**config.mk**
```make
export PLATFORM = sky130hd
export DESIGN_NAME = pressure_status_regs
export DESIGN_NICKNAME = d
export VERILOG_FILES = /design/src/hdl/pressure_status_pkg.sv /design/src/hdl/pressure_offset_trim.sv /design/src/hdl/pressure_status_regs.sv
export SDC_FILE = /design/constraint.sdc
export NUM_CORES = 1
export LEC_CHECK = 0
export BUFFER_PORTS_ARGS = -buffer_cell sky130_fd_sc_hd__buf_2
export CORE_MARGIN = 2
export CORE_UTILIZATION = 54
export DETAILED_ROUTE_END_ITERATION = 10
export GPL_TIMING_DRIVEN = 0
export PLACE_DENSITY_LB_ADDON = 0.25
export RECOVER_POWER = 50
export SYNTH_ARGS = -nofsm -noshare
export SYNTH_HDL_FRONTEND = slang
export SYNTH_SLANG_ARGS = --single-unit
```
**constraint.sdc**
```tcl
create_clock -name clk -period 2 [get_ports clk]
set_input_delay 0.4 -clock clk [delete_from_list [all_inputs] [get_ports clk]]
set_output_delay 0.4 -clock clk [all_outputs]
set_load 0.01 [all_outputs]
```
**src/hdl/pressure_status_pkg.sv**
```systemverilog
`default_nettype none

package pressure_status_pkg;

    ////////////////////////////////////////////////////////////////////////
    // register offsets on the serial register port
    localparam logic [7:0] INTERRUPT_SOURCE_ADDR        = 8'h25;
    localparam logic [7:0] FIFO_FILL_STATUS_ADDR        = 8'h26;
    localparam logic [7:0] DATA_STATUS_ADDR             = 8'h27;
    localparam logic [7:0] PRESSURE_RESULT_LOW_ADDR     = 8'h28;
    localparam logic [7:0] PRESSURE_RESULT_MID_ADDR     = 8'h29;
    localparam logic [7:0] PRESSURE_RESULT_HIGH_ADDR    = 8'h2A;
    localparam logic [7:0] TEMPERATURE_RESULT_LOW_ADDR  = 8'h2B;
    localparam logic [7:0] TEMPERATURE_RESULT_HIGH_ADDR = 8'h2C;
    localparam logic [7:0] LOWPASS_FILTER_RESET_ADDR    = 8'h33;

    ////////////////////////////////////////////////////////////////////////
    // field positions, interrupt_source
    localparam int BOOT_ACTIVE_BIT         = 7;
    localparam int INTERRUPT_ACTIVE_BIT    = 2;
    localparam int PRESSURE_LOW_EVENT_BIT  = 1;
    localparam int PRESSURE_HIGH_EVENT_BIT = 0;

    // field positions, fifo_fill_status
    localparam int FIFO_WATERMARK_REACHED_BIT = 7;
    localparam int FIFO_OVERRUN_BIT           = 6;
    localparam int FIFO_FILL_LEVEL_WIDTH      = 6;

    // field positions, data_status
    localparam int TEMPERATURE_OVERRUN_BIT   = 5;
    localparam int PRESSURE_OVERRUN_BIT      = 4;
    localparam int TEMPERATURE_AVAILABLE_BIT = 1;
    localparam int PRESSURE_AVAILABLE_BIT    = 0;

    ////////////////////////////////////////////////////////////////////////
    // widths, levels and reset values
    localparam int WATERMARK_LEVEL_WIDTH    = 5;
    localparam int PRESSURE_WIDTH           = 24;
    localparam int TEMPERATURE_WIDTH        = 16;
    localparam int TRIM_WIDTH               = 16;
    localparam int TRIM_SCALE_SHIFT         = 8;  // trim weighted by 256

    localparam logic [5:0]  FIFO_FULL_LEVEL        = 6'h20;  // 32 samples
    localparam logic [7:0]  REGISTER_RESET         = 8'h00;
    localparam logic [7:0]  UNMAPPED_READ_VALUE    = 8'h00;
    localparam logic [23:0] PRESSURE_RESULT_RESET  = 24'h00_0000;
    localparam logic [15:0] TEMPERATURE_RESULT_RESET = 16'h0000;

endpackage

`default_nettype wire

```
**src/hdl/pressure_offset_trim.sv**
```systemverilog
`default_nettype none

// subtracts the scaled offset trim from the raw pressure word unless differential, auto-zero or auto-reference is on
module pressure_offset_trim (
    input  wire logic [23:0] rawPressure,
    input  wire logic [15:0] pressureOffsetTrim,
    input  wire logic        differentialEnable,
    input  wire logic        autoZeroEnable,
    input  wire logic        autoReferenceEnable,
    output logic      [23:0] trimmedPressure
);

    logic [23:0] scaledTrim;
    logic        trimApplies;

    // trim times 256 fills the upper two bytes, wraps in two's complement
    assign scaledTrim = {pressureOffsetTrim,
                         8'h00};
    // other reference modes are handled upstream, pass raw through then
    assign trimApplies = !differentialEnable && !autoZeroEnable
                         && !autoReferenceEnable;
    assign trimmedPressure = trimApplies ? (rawPressure - scaledTrim)
                                         : rawPressure;

endmodule

`default_nettype wire

```
**src/hdl/pressure_status_regs.sv**
```systemverilog
`default_nettype none

// Functional notes
// - boot flag high while boot runs
// - interrupt active once any enabled event fires
// - low pressure event flag latched
// - high pressure event flag latched
// - watermark flag when fill reaches watermark
// - overrun flag when full sample overwritten
// - six-bit fill count, 32 means full
// - temperature overrun on unread overwrite
// - pressure overrun on unread overwrite
// - temperature available on new result
// - pressure available on new result
// - data status view refreshed each rate tick
// - pressure bytes low to high addresses
// - pressure equals raw minus offset trim, raw when a reference mode is on
// - trim scaled by 256 before subtract
// - temperature bytes low then high
// - reading filter reset register resets filter, only while the lowpass filter is on
module pressure_status_regs (
    input  wire logic        clk,
    input  wire logic        nrst,
    // register read port from the serial interface
    input  wire logic        readStrobe,
    input  wire logic [7:0]  readAddr,
    output logic      [7:0]  readData,
    // core status inputs
    input  wire logic        bootActive,
    input  wire logic        pressureLowHit,
    input  wire logic        pressureHighHit,
    input  wire logic        otherInterruptHit,
    input  wire logic [5:0]  fifoFillLevel,
    input  wire logic        fifoOverwrite,
    input  wire logic [4:0]  watermarkLevel,
    // measurement inputs
    input  wire logic        outputDataRateTick,
    input  wire logic        pressureNew,
    input  wire logic [23:0] rawPressure,
    input  wire logic        temperatureNew,
    input  wire logic [15:0] rawTemperature,
    input  wire logic [15:0] pressureOffsetTrim,
    input  wire logic        differentialEnable,
    input  wire logic        autoZeroEnable,
    input  wire logic        autoReferenceEnable,
    input  wire logic        pressureLowpassFilter,
    // outputs to the core
    output logic             lowpassFilterReset,
    output logic             interruptActive
);

    ////////////////////////////////////////////////////////////////////////
    // state

    typedef struct packed {
        logic [7:0]  readData;
        logic        filterReset;
        logic        bootFlag;
        logic        intActive;
        logic        lowEvent;
        logic        highEvent;
        logic        watermarkReached;
        logic        fifoOverrun;
        logic [5:0]  fillLevel;
        logic        tempAvail;
        logic        pressAvail;
        logic        tempOverrun;
        logic        pressOverrun;
        logic [7:0]  statusView;
        logic [23:0] pressureResult;
        logic [15:0] temperatureResult;
    } state_t;

    state_t      state;
    state_t      next_state;
    logic [23:0] trimmedPressure;

    // true when the host reads the given offset this cycle
    function automatic logic readOf(input logic [7:0] addr,
                                    input logic       strobe,
                                    input logic [7:0] target);
        readOf = strobe && (addr == target);
    endfunction

    ////////////////////////////////////////////////////////////////////////
    // flag and byte helpers

    // sticky flag: a hit in the clearing cycle still wins
    function automatic logic stickyNext(input logic hit,
                                        input logic held,
                                        input logic clear);
        stickyNext = hit || (held && !clear);
    endfunction

    // overrun when an unread result is replaced; a read in the same
    // cycle counts as taken, so the fresh sample starts clean
    function automatic logic overrunNext(input logic avail,
                                         input logic overrun,
                                         input logic taken);
        overrunNext = (avail || overrun) && !taken;
    endfunction

    // at-or-above compare; the host field is one bit short of the count
    function automatic logic atWatermark(input logic [5:0] level,
                                         input logic [4:0] watermark);
        atWatermark = level >= {1'b0, watermark};
    endfunction

    // full with an overwrite; drops as soon as the fifo is not full
    function automatic logic fifoOverrunNext(input logic [5:0] level,
                                             input logic       overwrite,
                                             input logic       held);
        fifoOverrunNext = (level == pressure_status_pkg::FIFO_FULL_LEVEL)
                          && (overwrite || held);
    endfunction

    // interrupt source byte, bits 6 to 3 reserved and read zero
    function automatic logic [7:0] intSourceByte(input logic boot,
                                                 input logic active,
                                                 input logic low,
                                                 input logic high);
        intSourceByte = pressure_status_pkg::REGISTER_RESET;
        intSourceByte[pressure_status_pkg::BOOT_ACTIVE_BIT] = boot;
        intSourceByte[pressure_status_pkg::INTERRUPT_ACTIVE_BIT] = active;
        intSourceByte[pressure_status_pkg::PRESSURE_LOW_EVENT_BIT] = low;
        intSourceByte[pressure_status_pkg::PRESSURE_HIGH_EVENT_BIT] = high;
    endfunction

    // fifo status byte: threshold, overrun, then the six-bit fill count
    function automatic logic [7:0] fifoStatusByte(input logic       threshold,
                                                  input logic       overrun,
                                                  input logic [5:0] level);
        fifoStatusByte = pressure_status_pkg::REGISTER_RESET;
        fifoStatusByte[pressure_status_pkg::FIFO_WATERMARK_REACHED_BIT] =
            threshold;
        fifoStatusByte[pressure_status_pkg::FIFO_OVERRUN_BIT] = overrun;
        fifoStatusByte[5:0] = level;
    endfunction

    // data status byte; bits 7, 6, 3 and 2 are reserved and read zero
    function automatic logic [7:0] dataStatusByte(input logic tOver,
                                                  input logic pOver,
                                                  input logic tAv,
                                                  input logic pAv);
        dataStatusByte = pressure_status_pkg::REGISTER_RESET;
        dataStatusByte[pressure_status_pkg::TEMPERATURE_OVERRUN_BIT] = tOver;
        dataStatusByte[pressure_status_pkg::PRESSURE_OVERRUN_BIT] = pOver;
        dataStatusByte[pressure_status_pkg::TEMPERATURE_AVAILABLE_BIT] = tAv;
        dataStatusByte[pressure_status_pkg::PRESSURE_AVAILABLE_BIT] = pAv;
    endfunction

    ////////////////////////////////////////////////////////////////////////
    // offset trim path

    pressure_offset_trim trimUnit (
        .rawPressure         (rawPressure),
        .pressureOffsetTrim  (pressureOffsetTrim),
        .differentialEnable  (differentialEnable),
        .autoZeroEnable      (autoZeroEnable),
        .autoReferenceEnable (autoReferenceEnable),
        .trimmedPressure     (trimmedPressure)
    );

    ////////////////////////////////////////////////////////////////////////
    // next-state logic

    always_comb begin
        logic        intRead;
        logic        pressRead;
        logic        tempRead;
        logic [7:0]  intByte;
        logic [7:0]  fifoByte;
        logic [7:0]  liveStatus;
        intRead   = readOf(readAddr, readStrobe,
                           pressure_status_pkg::INTERRUPT_SOURCE_ADDR);
        // msb read closes a pressure or temperature read sequence
        pressRead = readOf(readAddr, readStrobe,
                           pressure_status_pkg::PRESSURE_RESULT_HIGH_ADDR);
        tempRead  = readOf(readAddr, readStrobe,
                           pressure_status_pkg::TEMPERATURE_RESULT_HIGH_ADDR);
        intByte    = pressure_status_pkg::REGISTER_RESET;
        fifoByte   = pressure_status_pkg::REGISTER_RESET;
        liveStatus = pressure_status_pkg::REGISTER_RESET;
        next_state = state;

        // boot flag simply follows the core
        next_state.bootFlag = bootActive;

        // sticky event flags: a new hit wins over the read-clear
        next_state.lowEvent =
            stickyNext(pressureLowHit, state.lowEvent, intRead);
        next_state.highEvent =
            stickyNext(pressureHighHit, state.highEvent, intRead);
        next_state.intActive = stickyNext(
            pressureLowHit || pressureHighHit || otherInterruptHit,
            state.intActive, intRead);

        // fifo status mirrors the fill count every cycle
        next_state.fillLevel = fifoFillLevel;
        // watermark field comes from the host-set control register
        next_state.watermarkReached =
            atWatermark(fifoFillLevel, watermarkLevel);
        // overrun holds until the fifo drains below full
        next_state.fifoOverrun = fifoOverrunNext(fifoFillLevel,
            fifoOverwrite, state.fifoOverrun);

        // result capture; overrun when the old one was never read
        if (pressureNew) begin
            next_state.pressureResult = trimmedPressure;
            next_state.pressAvail     = 1'b1;
            next_state.pressOverrun   = overrunNext(state.pressAvail,
                state.pressOverrun, pressRead);
        end else if (pressRead) begin
            next_state.pressAvail   = 1'b0;
            next_state.pressOverrun = 1'b0;
        end
        if (temperatureNew) begin
            next_state.temperatureResult = rawTemperature;
            next_state.tempAvail         = 1'b1;
            next_state.tempOverrun       = overrunNext(state.tempAvail,
                state.tempOverrun, tempRead);
        end else if (tempRead) begin
            next_state.tempAvail   = 1'b0;
            next_state.tempOverrun = 1'b0;
        end

        // the visible status byte only moves on the rate tick
        liveStatus = dataStatusByte(next_state.tempOverrun,
                                    next_state.pressOverrun,
                                    next_state.tempAvail,
                                    next_state.pressAvail);
        if (outputDataRateTick) begin
            next_state.statusView = liveStatus;
        end

        // filter reset is a one-cycle pulse, only with the filter on
        next_state.filterReset = pressureLowpassFilter
            && readOf(readAddr, readStrobe,
                      pressure_status_pkg::LOWPASS_FILTER_RESET_ADDR);

        // read data assembly, reserved bits read zero
        intByte  = intSourceByte(state.bootFlag, state.intActive,
                                 state.lowEvent, state.highEvent);
        fifoByte = fifoStatusByte(state.watermarkReached,
                                  state.fifoOverrun, state.fillLevel);

        if (readStrobe) begin
            case (readAddr)
                pressure_status_pkg::INTERRUPT_SOURCE_ADDR: begin
                    next_state.readData = intByte;
                end
                pressure_status_pkg::FIFO_FILL_STATUS_ADDR: begin
                    next_state.readData = fifoByte;
                end
                pressure_status_pkg::DATA_STATUS_ADDR: begin
                    next_state.readData = state.statusView;
                end
                pressure_status_pkg::PRESSURE_RESULT_LOW_ADDR: begin
                    next_state.readData = state.pressureResult[7:0];
                end
                pressure_status_pkg::PRESSURE_RESULT_MID_ADDR: begin
                    next_state.readData = state.pressureResult[15:8];
                end
                pressure_status_pkg::PRESSURE_RESULT_HIGH_ADDR: begin
                    next_state.readData =
                        state.pressureResult[23:16];
                end
                pressure_status_pkg::TEMPERATURE_RESULT_LOW_ADDR: begin
                    next_state.readData =
                        state.temperatureResult[7:0];
                end
                pressure_status_pkg::TEMPERATURE_RESULT_HIGH_ADDR: begin
                    next_state.readData =
                        state.temperatureResult[15:8];
                end
                default: begin
                    next_state.readData =
                        pressure_status_pkg::UNMAPPED_READ_VALUE;
                end
            endcase
        end
    end

    ////////////////////////////////////////////////////////////////////////
    // state register

    always_ff @(posedge clk or negedge nrst) begin
        if (!nrst) begin
            state <= '0;
        end else begin
            state <= next_state;
        end
    end

    // outputs straight from flops
    assign readData           = state.readData;
    assign lowpassFilterReset = state.filterReset;
    assign interruptActive    = state.intActive;

endmodule

`default_nettype wire

```
==> results by group <==
Cells and area
  – FILL cells: 615
  – Ant. Diodes: 0
  – Layout area overhead: 22.83%
  – Commonest non-fill, non-tap cells in the layout: 89 x buf_2, 69 x dfrtp_1, 31 x inv_1, 31 x mux2_2
  – Layout cell share with drive strength beyond 1: 0.3560
  – Nets@finish: 620
  – Area of the multi-input gates: 2165 um^2
  – Most common cell after layout, fill and taps aside: buf_2
  – Storage element area: 1727 um^2
  – Final core utilization: 0.6867

Power and ir drop
  – Internal power: 2.281 mW
  – Sw frac: 0.2952
  – Leak: 2.229 nW
  – Comb pwr share: 0.213
  – Net Switching: 0.9556 mW
  – Clock network power share: 0.310
  – Maximum vdd drop: 0.0004460 V
  – PwrDens: 649.8 nW/um^2
  – Reg power frac: 0.478

Route
  – Vias: 3448
  – DRC viols: 0
  – Drt wl/cell: 15.86 um
  – 1st-iter DRT viols: 218
  – Routed Antenna Nets: 0
  – DR vias/cell: 5.625
  – DRT Pass-1 Iters: 4
  – Routed WL: 9.720 mm

Global routing
  – Grt ovf: 0
  – Tot GR Track Use: 0.2463
  – Antenna violations before repair: 0
  – Vias in the first global route: 3380
  – First-pass GRT wire length: 16.01 mm
  – Pin count of the biggest net entering global routing: 70

Setup path
  – CP Class: in -> reg
  – Crit-path max FO: 4
  – Depth of the most critical reg-to-reg path: 4
  – WP data required: 2.22 ns
  – Arrival time worst endpoint: 2.16 ns
  – Crit path launch type: input port
  – Nature of the critical path endpoint: flip-flop
  – Flop2flop setup slack: 0.37 ns
  – CP max stage delay: 0.35 ns
  – R2R Path Start: state[1]
  – Slowest-stage cell, CP: or3_4
  – Reg2reg end: readData[1]
  – Crit path cell chain: buf_2 -> ha_4 -> o211ai_1 -> a21oi_2 -> o211ai_1 -> a21oi_1 -> or3_4 -> a31oi_4 -> a21oi_1

Run
  – Max cap viols: 1

Logic synthesis
  – Mean area per synthesized cell: 10.19 um^2
  – Seq/Total Area, Yosys: 0.4258
  – Synthesized area: 4055 um^2
  – Syn. warnings: 0
  – Synth unique cells: 52
  – Area contributors post-synth: dfrtp_1 43%, mux2_2 8.6%, ha_1 6.2%, mux4_2 4.4%, a21oi_1 3.9%
  – Ys async rst share: 1.000
  – Net Count, Synth: 509
  – Post-synth top area share: 0.4258
  – Synthesized flop and latch total: 69
  – Post-synth EDFFs: 0
  – Post-synth top flop: dfrtp_1
  – Leading area contributor after synthesis: dfrtp_1
  – Post-Syn Instances: 398

Min path
  – Hold WC Path Type: in -> reg
  – Hold worst-path end: state[63]
  – Hold path startpoint: bootActive
  – Hold Path Depth: 1

STA
  – Setup TNS: 0 ns
  – Max Slew Vio Count: 70
  – Slew headroom: -0.09641
  – Final setup viols: 0
  – Max Clk Rate: 515.4 MHz
  – Period utilization: 0.9701
  – Worst Skew: 0.007338 ns
  – Final min period: 1.940 ns
  – RSZ-0062 raised after global routing: true
  – Final Hold Vio Count: 0
  – Worst Tran Pin Value: 1.645 ns

Placement
  – PortBufs: 96
  – Routability cong.: 0.8938
  – Hpwl dp: 7.430 mm

Floorplan
  – I/O pins: 100
  – Die Wd: 90.66 um
  – Die H: 90.66 um
  – Initial core utilization: 0.5591
  – Placeable core area: 7253 um^2
  – Num rows: 31
  – Die area: 8218 um^2

Clock tree
  – Clock slew at reported path FFs: 0.08 ns
  – TritonCTS buffer count: 9
  – Hold Buf Count CTS: 0
  – Clock Latency Late Sink: 0.35 ns
  – Maximum root-to-sink buffer count: 2
  – CTS sink cnt: 69
  – CTS root buf: clkbuf_8
  – CTS tree: done
  – H-Tree Depth: 3

Run status
  – Failing checks: max-capacitance violations, max-slew violations
  – Status: finished, violations left
-- per-stage QoR --
step	worst slack, ns	cell area (um^2)	instances	power, mW	hold WS, ns
after detailed placement	-0.4542	4712	593	2.223	0.4680
after global placement	-0.4178	4710	593	2.199	0.4619
after floorplan	-0.01721	4105	398	1.972	0.1044
after CTS	0.01320	4908	611	3.225	0.1577
after global routing	-0.03323	4981	613	3.422	0.1437
final	0.05986	4981	613	3.237	0.1648
-- critical path: cells and delay by family --
family | cells | cell delay, ns
buffers and inverters | 1 | 0.12
AO/OA/AOI/OAI | 6 | 1.03
adder cells (fa/ha/maj) | 1 | 0.25
AND/OR/NAND/NOR | 1 | 0.35
-- power groups by stage --
stage / clock network, mW / registers, mW / logic (mW)
after floorplan: 0 / 1.55 / 0.424
after global placement: 0 / 1.57 / 0.631
after detailed placement: 0 / 1.57 / 0.651
after CTS: 1.02 / 1.54 / 0.660
after global routing: 1.10 / 1.56 / 0.765
final: 1.00 / 1.55 / 0.688
-- layer usage --
metal	share of wire	global-route usage	vias up
li1	-	-	1650
met1	0.45	0.3411	1678
met2	0.47	0.3868	107
met3	0.059	0.06344	13
met4	0.016	0.06795	0
met5	0	0	-
-- kinds of logic after synthesis --
kind of cell,Yosys count,synth area share
DFF,69,0.4258
buffers and inverters,59,0.06449
adders and majority gates,21,0.06665
muxes,40,0.1342
AOI/OAI and AO/OA,101,0.1577
and+or+nand+nor,98,0.1296
xor gates and xnor gates,10,0.02160
-- worst max path at each step --
stage / from / end / slack (ns) / depth (start not counted)
floorplan: rawPressure[8] / state[36] / -0.02 / 10
global placement: pressureOffsetTrim[2] / state[33] / -0.42 / 10
detailed placement: pressureOffsetTrim[2] / state[33] / -0.45 / 10
CTS: rawPressure[8] / state[36] / 0.01 / 11
global route: rawPressure[8] / state[36] / -0.03 / 11
finish: rawPressure[10] / state[33] / 0.06 / 9
-- synth_stat cells, drive strengths merged, types with 4 or more instances --
library cell	n
a21oi	32
nor2	28
ha	20
a21o	6
mux4	8
clkbuf	14
a31oi	10
nor3	4
o22ai	8
inv	34
mux2	32
o21ai	17
xor2	4
xnor2	6
nand2b	6
nand2	22
nor2b	6
nand3	11
buf	11
o211ai	4
a22oi	5
dfrtp	69
-- layout make-up --
cell class                      instances  share of cell area
Buffer                                 25             0.02688
Clock buffer                            9             0.02487
Clock inverter                          7             0.01030
Inverter                               34             0.02612
Multi-Input combinational cell        270              0.4346
Sequential cell                        69              0.3466
Tap cell                               99             0.02487
Timing Repair Buffer                  100              0.1058
-- flip-flops by register name (all words and copies together) (netlist names) --
| register | flops |
|---|---|
| state | 59 |
| interruptActive | 1 |
| lowpassFilterReset | 1 |
| readData | 8 |
-- what timing repair did --
| item | in CTS | in global routing |
|---|---|---|
| resized for setup | 2 | 19 |
| setup endpoints to repair | 4 | 8 |
| buffers inserted | 2 | 2 |
| pin swaps | 2 | 18 |
No activity file was read; power rests on OpenSTA's default activity.
